File: src/verilog/cptc_pkg.sv
package cptc_pkg;

    // Register byte offsets
    localparam logic [3:0] CTRL_OFS    = 4'h0;
    localparam logic [3:0] DELAY_OFS   = 4'h4;
    localparam logic [3:0] PULSE_OFS   = 4'h8;
    localparam logic [3:0] STATUS_OFS  = 4'hC;

    // Control field positions
    localparam int CTRL_START_BIT = 0;
    localparam int CTRL_STOP_BIT  = 1;
    localparam int CTRL_SENSE_BIT = 2;
    localparam int CTRL_GATE_LSB  = 4;
    localparam int CTRL_TB_LSB    = 8;

    // Reset values
    localparam logic [23:0] DELAY_RST = 24'h000003;
    localparam logic [23:0] PULSE_RST = 24'h000003;

    // Gate usage modes
    typedef enum logic [2:0] {
        GATE_IGNORED   = 3'h0,
        GATE_HIGH_LVL  = 3'h1,
        GATE_LOW_LVL   = 3'h2,
        GATE_RISE_TRIG = 3'h3,
        GATE_FALL_TRIG = 3'h4
    } cptc_gate_t;

    // Run states, Gray coded along idle -> arm -> delay -> pulse
    typedef enum logic [1:0] {
        ST_IDLE  = 2'b00,
        ST_ARM   = 2'b01,
        ST_DELAY = 2'b11,
        ST_PULSE = 2'b10
    } cptc_state_t;

endpackage

File: src/verilog/cptc_tick_if.sv
`timescale 1ns/1ps
interface cptc_tick_if;
    logic [2:0] select;
    logic       run;
    logic       tick;
    modport source (input select, input run, output tick);
    modport sink   (output select, output run, input tick);
endinterface

File: src/verilog/cptc_timebase.sv
`timescale 1ns/1ps
// Timebase prescaler: tick every 10**select clocks for select 0 to 6; select 7 ticks every 10**6 clocks like 6
module cptc_timebase (
    // Clock and reset
    input wire logic     clock,
    input wire logic     reset,
    // Timebase link
    cptc_tick_if.source  tb
);
    logic [19:0] cnt_r;
    logic [19:0] limit;
    logic        tick_r;

    always_comb begin
        case (tb.select)
            3'h0:    limit = 20'h00000;
            3'h1:    limit = 20'h00009;
            3'h2:    limit = 20'h00063;
            3'h3:    limit = 20'h003E7;
            3'h4:    limit = 20'h0270F;
            3'h5:    limit = 20'h1869F;
            default: limit = 20'hF423F;
        endcase
    end

    // Restart on stop so the first phase is full length
    always_ff @(posedge clock) begin
        if (reset || !tb.run) begin
            cnt_r  <= 20'h00000;
            tick_r <= 1'b0;
        end else if (cnt_r >= limit) begin
            cnt_r  <= 20'h00000;
            tick_r <= 1'b1;
        end else begin
            cnt_r  <= cnt_r + 20'h00001;
            tick_r <= 1'b0;
        end
    end

    assign tb.tick = tick_r;
endmodule

File: src/verilog/cptc_top.sv
// Chosen here: register access over Avalon-MM and the placing of the registers.
`timescale 1ns/1ps
// Overview of operation
// - Runs forever after start until stop
// - Loads delay count, then pulse count
// - Period is delay plus pulse length
// - Gate ignored: starts on start command
// - Counts only while gate high
// - Counts only while gate low
// - Waits for gate rising edge
// - Waits for gate falling edge
// - Positive sense: delay low, pulse high
// - Negative sense: delay high, pulse low
module cptc_top #(
    parameter int CNT_W = 24
) (
    // Clock and reset
    input  wire logic                 clock,
    input  wire logic                 reset,
    // Avalon-MM slave
    input  wire logic [3:0]           address,
    input  wire logic                 read,
    input  wire logic                 write,
    input  wire logic [31:0]          writedata,
    input  wire logic [3:0]           byteenable,
    output logic      [31:0]          readdata,
    output logic                      waitrequest,
    // Gate and output pins
    input  wire logic                 gateIn,
    output logic                      pulseOut
);
    logic [CNT_W-1:0]     delayLoad_r;
    logic [CNT_W-1:0]     pulseLoad_r;
    logic [CNT_W-1:0]     count_r;
    logic                 outputSense_r;
    cptc_pkg::cptc_gate_t gateUsage_r;
    logic [2:0]           tbSelect_r;
    cptc_pkg::cptc_state_t state_r;
    logic                 gatePrev_r;
    logic                 ack_r;
    logic                 waitReq_r;
    logic [31:0]          readdata_r;
    logic                 pulseOut_r;
    logic                 cycleDone_r;
    logic                 startCmd;
    logic                 stopCmd;
    logic                 enable;
    logic                 busReq;
    logic [31:0]          ctrlWord;

    cptc_tick_if tb ();

    cptc_timebase u_tb (
        .clock (clock),
        .reset (reset),
        .tb    (tb.source)
    );

    assign tb.select = tbSelect_r;
    assign tb.run    = (state_r == cptc_pkg::ST_DELAY) || (state_r == cptc_pkg::ST_PULSE);

    // One wait cycle per access; answer when ack_r is set
    assign busReq      = (read || write) && !ack_r;
    assign waitrequest = waitReq_r;
    assign readdata    = readdata_r;
    assign pulseOut    = pulseOut_r;

    assign startCmd = busReq && write && (address == cptc_pkg::CTRL_OFS) && byteenable[0]
                      && writedata[cptc_pkg::CTRL_START_BIT];
    assign stopCmd  = busReq && write && (address == cptc_pkg::CTRL_OFS) && byteenable[0]
                      && writedata[cptc_pkg::CTRL_STOP_BIT];

    always_ff @(posedge clock) begin
        if (reset) begin
            ack_r     <= 1'b0;
            waitReq_r <= 1'b1;
        end else begin
            ack_r     <= busReq;
            // Registered copy keeps the pin glitch free
            waitReq_r <= !busReq;
        end
    end

    // Configuration registers
    always_ff @(posedge clock) begin
        if (reset) begin
            delayLoad_r   <= cptc_pkg::DELAY_RST[CNT_W-1:0];
            pulseLoad_r   <= cptc_pkg::PULSE_RST[CNT_W-1:0];
            outputSense_r <= 1'b0;
            gateUsage_r   <= cptc_pkg::GATE_IGNORED;
            tbSelect_r    <= 3'h0;
        end else if (busReq && write) begin
            case (address)
                cptc_pkg::CTRL_OFS: begin
                    if (byteenable[0]) begin
                        outputSense_r <= writedata[cptc_pkg::CTRL_SENSE_BIT];
                        gateUsage_r   <= cptc_pkg::cptc_gate_t'(writedata[cptc_pkg::CTRL_GATE_LSB +: 3]);
                    end
                    if (byteenable[1]) begin
                        tbSelect_r <= writedata[cptc_pkg::CTRL_TB_LSB +: 3];
                    end
                end
                cptc_pkg::DELAY_OFS: begin
                    delayLoad_r <= writedata[CNT_W-1:0];
                end
                cptc_pkg::PULSE_OFS: begin
                    pulseLoad_r <= writedata[CNT_W-1:0];
                end
                default: begin
                end
            endcase
        end
    end

    always_comb begin
        ctrlWord = 32'h00000000;
        ctrlWord[cptc_pkg::CTRL_SENSE_BIT] = outputSense_r;
        ctrlWord[cptc_pkg::CTRL_GATE_LSB +: 3] = gateUsage_r;
        ctrlWord[cptc_pkg::CTRL_TB_LSB +: 3] = tbSelect_r;
    end

    // Read data; unmapped addresses read zero
    always_ff @(posedge clock) begin
        if (reset) begin
            readdata_r <= 32'h00000000;
        end else if (busReq && read) begin
            case (address)
                cptc_pkg::CTRL_OFS:   readdata_r <= ctrlWord;
                cptc_pkg::DELAY_OFS:  readdata_r <= 32'(delayLoad_r);
                cptc_pkg::PULSE_OFS:  readdata_r <= 32'(pulseLoad_r);
                cptc_pkg::STATUS_OFS: readdata_r <= {28'h0000000, cycleDone_r, state_r == cptc_pkg::ST_PULSE,
                                                     state_r};
                default:              readdata_r <= 32'h00000000;
            endcase
        end else begin
            readdata_r <= 32'h00000000;
        end
    end

    always_comb begin
        case (gateUsage_r)
            cptc_pkg::GATE_HIGH_LVL: enable = gateIn;
            cptc_pkg::GATE_LOW_LVL:  enable = !gateIn;
            default:                 enable = 1'b1;
        endcase
    end

    always_ff @(posedge clock) begin
        if (reset) begin
            gatePrev_r <= 1'b0;
        end else begin
            gatePrev_r <= gateIn;
        end
    end

    always_ff @(posedge clock) begin
        if (reset) begin
            state_r     <= cptc_pkg::ST_IDLE;
            count_r     <= '0;
            cycleDone_r <= 1'b0;
        end else if (stopCmd) begin
            state_r <= cptc_pkg::ST_IDLE;
        end else begin
            case (state_r)
                cptc_pkg::ST_IDLE: begin
                    if (startCmd) begin
                        count_r <= delayLoad_r;
                        if (gateUsage_r == cptc_pkg::GATE_RISE_TRIG ||
                            gateUsage_r == cptc_pkg::GATE_FALL_TRIG) begin
                            state_r <= cptc_pkg::ST_ARM;
                        end else begin
                            state_r <= cptc_pkg::ST_DELAY;
                        end
                    end
                end
                cptc_pkg::ST_ARM: begin
                    if ((gateUsage_r == cptc_pkg::GATE_RISE_TRIG && gateIn && !gatePrev_r) ||
                        (gateUsage_r == cptc_pkg::GATE_FALL_TRIG && !gateIn && gatePrev_r)) begin
                        state_r <= cptc_pkg::ST_DELAY;
                    end
                end
                cptc_pkg::ST_DELAY: begin
                    if (tb.tick && enable) begin
                        if (count_r <= CNT_W'(1)) begin
                            count_r <= pulseLoad_r;
                            state_r <= cptc_pkg::ST_PULSE;
                        end else begin
                            count_r <= count_r - CNT_W'(1);
                        end
                    end
                end
                cptc_pkg::ST_PULSE: begin
                    if (tb.tick && enable) begin
                        if (count_r <= CNT_W'(1)) begin
                            count_r     <= delayLoad_r;
                            state_r     <= cptc_pkg::ST_DELAY;
                            cycleDone_r <= 1'b1;
                        end else begin
                            count_r <= count_r - CNT_W'(1);
                        end
                    end
                end
                default: begin
                    state_r <= cptc_pkg::ST_IDLE;
                end
            endcase
        end
    end

    always_ff @(posedge clock) begin
        if (reset) begin
            pulseOut_r <= 1'b0;
        end else begin
            pulseOut_r <= (state_r == cptc_pkg::ST_PULSE) ^ outputSense_r;
        end
    end
endmodule

File: config.mk
export PLATFORM = sky130hd
export DESIGN_NAME = cptc_top
export DESIGN_NICKNAME = d
export VERILOG_FILES = /design/src/verilog/cptc_pkg.sv /design/src/verilog/cptc_tick_if.sv /design/src/verilog/cptc_timebase.sv /design/src/verilog/cptc_top.sv
export SDC_FILE = /design/constraint.sdc
export NUM_CORES = 1
export LEC_CHECK = 0
export BUFFER_PORTS_ARGS = -buffer_cell sky130_fd_sc_hd__clkbuf_2
export CORE_MARGIN = 2
export CORE_UTILIZATION = 47
export DETAILED_ROUTE_END_ITERATION = 16
export PLACE_DENSITY = 0.67
export SYNTH_ARGS = -nofsm -noshare
export SYNTH_HDL_FRONTEND = slang
export SYNTH_SLANG_ARGS = --single-unit
File: constraint.sdc
create_clock -name clock -period 3.1 [get_ports clock]
set_input_delay 0.62 -clock clock [delete_from_list [all_inputs] [get_ports clock]]
set_output_delay 0.62 -clock clock [all_outputs]
set_load 0.03 [all_outputs]
== Word-level counts from Yosys, hierarchy flattened ==
Index checks and enable logic that the tools add are counted.

* Memory bits (read-only): 0
* Word-level logic and storage cells: 97
* Output and inout port bits: 34
* RAM bits: 0
* Bits in latches: 0
* Memories kept: 0
* Input bits: 45
* Register bits after elaboration: 139

* Equal/unequal tests: 21
* Shift operators: 0
* Reduce and logical (&&, ||, !) cells: 36
* Bitwise gates (word level): 3
* Divide/modulo/power cells: 0
* Order comparisons: 2
* Mux-type cells: 18
* $add $sub $neg: 2
* Multipliers: 0

{| class="wikitable"
|+ Operators by type and width
! kind !! count
|-
| $mux W24 || 5
|-
| $pmux W20 S6 || 1
|-
| $pmux W24 S4 || 1
|-
| $pmux W24 S3 || 1
|-
| $le A24 B1 Y1 const B || 1
|-
| $sub A24 B1 Y24 const B || 1
|-
| $add A20 B1 Y20 const B || 1
|-
| $ge A20 B20 Y1 || 1
|-
| $mux W2 || 7
|-
| $eq A3 B2 Y1 const B || 4
|-
| $logic_and A1 B1 Y1 || 12
|-
| $eq A3 B3 Y1 const B || 3
|-
| $eq A4 B4 Y1 const B || 2
|-
| $ne A2 B1 Y1 const B || 4
|-
| $pmux W2 S4 || 1
|-
| $eq A3 B1 Y1 const B || 2
|-
| $reduce_and A3 Y1 || 2
|-
| $reduce_and A6 Y1 || 1
|-
| $reduce_or A2 Y1 || 3
|-
| $logic_not A1 Y1 || 5
|-
| $logic_or A1 B1 Y1 || 5
|-
| $reduce_and A5 Y1 || 1
|-
| $eq A2 B2 Y1 const B || 2
|-
| $eq A4 B3 Y1 const B || 1
|-
| other kinds (12) || 15
|}

== Longest topological paths before layout ==
* Depth after elaboration: 8
* Depth in mapped cells: 12
* Mapped depth without buffers: 10

== Hierarchy ==
A second synthesis with hierarchy kept.

* Cell total of the unflattened synthesis: 821
* Area total of the unflattened synthesis: 6821.5 um^2

{| class="wikitable"
|+ Modules (own cells, without submodules)
! module !! area each (um^2) !! instances !! cells each !! seq. area each (um^2)
|-
| cptc_top || 5434.0 || 1 || 658 || 2202.1
|-
| cptc_timebase || 1387.6 || 1 || 163 || 420.4
|}

== Worst setup path after synthesis ==
No wires, ideal clock.

* Path type: register to register
* Start: register tbSelect_r[1] (netlist: tb.select[1])
* End: register u_tb.cnt_r[11]
* Setup time: 0.128 ns
* Path buffers: 2
* Clock period less this slack: 2.647 ns
* Path slack: 0.453 ns
* Cell stages (with the launch flop): 13
* Required time: 2.972 ns
* Arrival time: 2.520 ns
* Path through: dfxtp_1 > clkbuf_1 > inv_1 > ha_1 > or3_1 > ha_1 > nor2b_1 > o21ai_0 > a21oi_1 > o21a_1 > o2111ai_1 > clkbuf_1 > nor2_1

* Longest elaborated chain between the ends: 4
* Elaborated cells on any way between the ends: 9
* Classes of those cells: order compare: 1; eq/ne: 5; mux: 1; reduce/logical: 2

{| class="wikitable"
|+ RTL lines
! element !! RTL line !! source
|-
| start, declared || cptc_top.sv:37 || <nowiki>logic [2:0] tbSelect_r;</nowiki>
|-
| start signal, assigned || cptc_top.sv:100 || <nowiki>tbSelect_r <= writedata[cptc_pkg::CTRL_TB_LSB +: 3];</nowiki>
|-
| $eq A3 B3 Y1 (tied with other cells) || cptc_timebase.sv:15 || <nowiki>case (tb.select)</nowiki>
|-
| $pmux W20 S6 (*) || cptc_timebase.sv:15 ||
|-
| $ge A20 B20 Y1 (*) || cptc_timebase.sv:31 || <nowiki>end else if (cnt_r >= limit) begin</nowiki>
|-
| $reduce_or A2 Y1 (no line) (*) || -- ||
|-
| end signal, assigned || cptc_timebase.sv:35 || <nowiki>cnt_r <= cnt_r + 20'h00001;</nowiki>
|-
| end, declared || cptc_timebase.sv:10 || <nowiki>logic [19:0] cnt_r;</nowiki>
|}

Mark *: on every way between the ends. The rest lies on a longest branch, timed or not.
A chain may end at the register's enable or synchronous reset.

== Worst setup path in the final report ==
* Start: register count_r[2]
* End: register count_r[13]

* Longest elaborated chain between the ends: 4
* Elaborated cells on any way between the ends: 7
* Classes of those cells: add/sub: 1; order compare: 1; mux: 5

{| class="wikitable"
|+ RTL lines
! element !! RTL line !! source
|-
| start, declared || cptc_top.sv:34 || <nowiki>logic [CNT_W-1:0] count_r;</nowiki>
|-
| start signal, assigned || cptc_top.sv:167 || <nowiki>count_r <= delayLoad_r;</nowiki>
|-
| start signal, assigned || cptc_top.sv:185 || <nowiki>count_r <= pulseLoad_r;</nowiki>
|-
| start signal, assigned || cptc_top.sv:188 || <nowiki>count_r <= count_r - CNT_W'(1);</nowiki>
|-
| $sub A24 B1 Y24 or $le A24 B1 Y1 (tied branches) || -- ||
|-
| $mux W24 (on tied branches) || cptc_top.sv:194, cptc_top.sv:184 ||
|-
| $mux W24 (on tied branches) || cptc_top.sv:193, cptc_top.sv:183 ||
|-
| $pmux W24 S3 (*) || cptc_top.sv:164 || <nowiki>case (state_r)</nowiki>
|}

Mark *: on every way between the ends. The rest lies on a longest branch, timed or not. The select of a mux whose other input is x is not followed.

==> flow_summary.yaml <==
flow_run:
  cap_violations: 0
critical_path:
  cpMaxStageDelayCell: "or4_1"
  cp.arrival_ns: 3.09
  start_kind: "flop"
  crit_required_ns: 3.43
  critPathCaptureType: "flop"
  cpPeakStageDelay_ns: 0.71
  crit_family: "simple AND/OR/NAND/NOR gates"
  crit_type: "flop to flop"
  path_max_fanout: 12
  critPathBufInv: 0
  cp_cell_sequence: "or4_1, nor4_1, a21oi_1, nand4_1, o221ai_1, a211oi_1"
power:
  p_clk_share_pct: 50.8
  cellPowerDensity_mw_per_mm2: 496.3
  comb_power_share_pct: 4.6
  switching_power_uw: 935.5
  power_frac_seq_pct: 44.6
  p_int_uw: 2886
  peakVddDrop_mv: 0.4364
  p_leak_uw: 0.003003
  sw_frac_of_total_pct: 24.48
hold_path:
  hold_class: "input pin to flop"
clock_network:
  clock-sinks: 131
  cts_buffer_depth: 2
  htreeDepth: 4
  clk_latency_ns: 0.43
  cts_resized: 0
  cts-buffers-inserted: 17
  hold_buffers: 0
  clk_pin_slew_ns: 0.06
  cts_setup_buffers: 0
  cts_tree: "done"
  cts_root_buf: "clkbuf_16"
placement:
  gp_congestion: 0.9292
  dpl.cell_count: 1043
  portBuffers: 60
  hpwl_um: 12420
cells_and_area:
  final-instance-count-excl-fill: 1074
  n_antenna_cell: 0
  layout.nets: 952
  nFillCells: 1321
  area_growth_pct: 16.66
  ff_latch_area_mm2: 0.002623
  multiInputGateArea_mm2: 0.003699
  drive_above_1_share_pct: 15.55
timing:
  skew_ns: 0.01227
  final.setup.tns_ns: 0
  maxSlewViolCount: 0
  worst_pin_slew_ns: 1.011
  clock.fmax_mhz: 362.9
  min_period_ns: 2.755
  setup_violations: 0
  rsz0062_at_grt: "no"
  relSlewSlack_pct: 32.62
  layout_worst_path_cycle_share_pct: 88.88
  hold_viol_final: 0
global_route:
  grt-ovfl-total: 0
  grt_pass1_wl_um: 29700
  grt_start_max_net_pins: 48
  grt_usage_pct: 25.47
  antenna_found_initial: 0
  grt_pass1_vias: 5792
logic_synthesis:
  yosysWarningCount: 0
  synth.distinct_cells: 64
  synth_edf_count: 0
  async_reset_ff_share_pct: 0
  yosys_most_used_dff: "dfxtp_1"
  synth_area_per_cell_um2: 8.010
  netlist_area_mm2: 0.006600
  netlist_instances: 824
  yosysSeqAreaShare_pct: 39.73
  synth-seq-cells: 131
die:
  io-pin-count: 79
  core_mm2: 0.01377
  die_height_um: 122.5
  start_util_pct: 47.92
  dieArea_mm2: 0.01501
  rows: 43
  die_x_um: 122.5
route:
  wl_per_cell_um: 16.89
  firstDrtPassIters: 5
  post-route-drc-count: 0
  routed_wl_um: 18140
  ant_nets: 0
  vias: 6101
  drt_iter0_drc: 542
  drt-vias-per-instance: 5.681
run_status:
  status: "finished clean"
cells in the mapped netlist (3+ instances only):
cell type / count / area, µm²
a2111oi_0: 3 / 26.28
a211oi_1: 6 / 45.04
a21o_1: 4 / 30.03
a21oi_1: 81 / 405.4
a221oi_1: 3 / 26.28
a22oi_1: 17 / 127.6
and2_1: 3 / 18.77
and3_1: 8 / 50.05
and4_1: 3 / 26.28
buf_2: 5 / 25.02
buf_4: 8 / 60.06
clkbuf_1: 42 / 157.7
dfxtp_1: 131 / 2623
ha_1: 25 / 312.8
inv_1: 15 / 56.30
mux2_2: 4 / 45.04
mux2i_1: 20 / 200.2
nand2_1: 136 / 510.5
nand3_1: 27 / 135.1
nand4_1: 13 / 81.33
nor2_1: 96 / 360.4
nor2b_1: 9 / 56.30
nor3_1: 26 / 130.1
nor4_1: 5 / 31.28
nor4b_1: 4 / 35.03
o2111ai_1: 3 / 26.28
o211ai_1: 4 / 30.03
o21a_1: 5 / 37.54
o21ai_0: 24 / 120.1
o221ai_1: 7 / 61.31
o22ai_1: 5 / 31.28
or3_1: 7 / 43.79
or4_1: 4 / 30.03
or4b_2: 4 / 40.04
xnor2_1: 15 / 131.4
xor2_1: 14 / 122.6
metrics by stage:
| stage | hold slack, ns | cell area, µm² | utilization (%) | setup slack, ns | total power [µW] |
|---|---|---|---|---|---|
| after floorplan | 0.4297 | 6626 | - | 0.4525 | 1853 |
| after global placement | 0.4458 | 7137 | 51.82 | 0.3744 | 1915 |
| after detailed placement | 0.4575 | 7137 | 51.82 | 0.3528 | 1915 |
| after CTS | 0.4114 | 7700 | 55.90 | 0.3352 | 3840 |
| after global routing | 0.4192 | 7700 | 55.90 | 0.1111 | 3931 |
| final | 0.4215 | 7700 | 55.90 | 0.3447 | 3822 |
sequential cells by signal, summed over array words and instances (netlist names), 2 cells and up:
signal / count
pulseLoad_r: 24
readdata: 24
count_r: 24
delayLoad_r: 24
tb.select: 3
gateUsage_r: 3
u_tb.cnt_r: 20
state_r: 2
metal layers:
layer	vias up	part of all wire [%]	wire (µm)	global-route usage, %
met1	2812	46	8269	33.73
met4	0	2.5	456	10.78
li1	3022	-	-	-
met5	-	0	0	0
met3	35	6.1	1113	5.204
met2	232	46	8302	40.35
worst paths after layout:
path / start / end / slack (ns) / cells past startpoint
min reg2reg: cycleDone_r$_SDFFE_PP0P_ / cycleDone_r$_SDFFE_PP0P_ / 0.47 / 1
max reg2reg: count_r[2]$_SDFFE_PP0P_ / count_r[13]$_SDFFE_PP0P_ / 0.34 / 6
min: read / waitrequest$_SDFF_PP1_ / 0.42 / 2
max: count_r[2]$_SDFFE_PP0P_ / count_r[13]$_SDFFE_PP0P_ / 0.34 / 6
cell type report:
type	instances	share of cell area, %
tap	180	2.925
sequential	131	34.06
inverter	16	0.7800
clock buffer	18	5.704
multi-input combinational	627	48.03
clock inverter	13	1.609
timing repair buffer	89	6.890
worst reg2reg max path, cell delays in order, from the launching register on:
cell      delay (ns)
dfxtp_1         0.37
or4_1           0.71
nor4_1          0.51
a21oi_1         0.42
nand4_1         0.24
o221ai_1        0.14
a211oi_1        0.27
cells in the final DEF (no fill, tap or decap), drive strengths merged, types with 7 or more instances in the layout:
| master | n |
|---|---|
| a21oi | 81 |
| a22oi | 17 |
| and3 | 8 |
| buf | 29 |
| clkbuf | 78 |
| conb | 8 |
| dfxtp | 131 |
| ha | 25 |
| inv | 20 |
| mux2i | 20 |
| nand2 | 136 |
| nand3 | 27 |
| nand4 | 13 |
| nor2 | 96 |
| nor2b | 9 |
| nor3 | 28 |
| o21ai | 24 |
| o221ai | 7 |
| or3 | 7 |
| xnor2 | 15 |
| xor2 | 14 |
power groups by stage:
stage	clock network, µW	logic (µW)	registers (µW)
finish	1940	176	1710
global route	2030	192	1710
CTS	1960	174	1710
detailed placement	0	173	1740
global placement	0	173	1740
floorplan	0	111	1740
cells by family after synthesis:
family | after synthesis | synth area share [%]
muxes | 25 | 4.057
buffers and inverters | 73 | 4.701
xor gates and xnor gates | 29 | 3.848
AOI/OAI and AO/OA | 181 | 17.40
adders and majority gates | 25 | 4.739
DFF | 131 | 39.73
other | 1 | 0.05682
and+or+nand+nor | 359 | 25.46
Note: power is estimated with default switching activity, not from simulation.
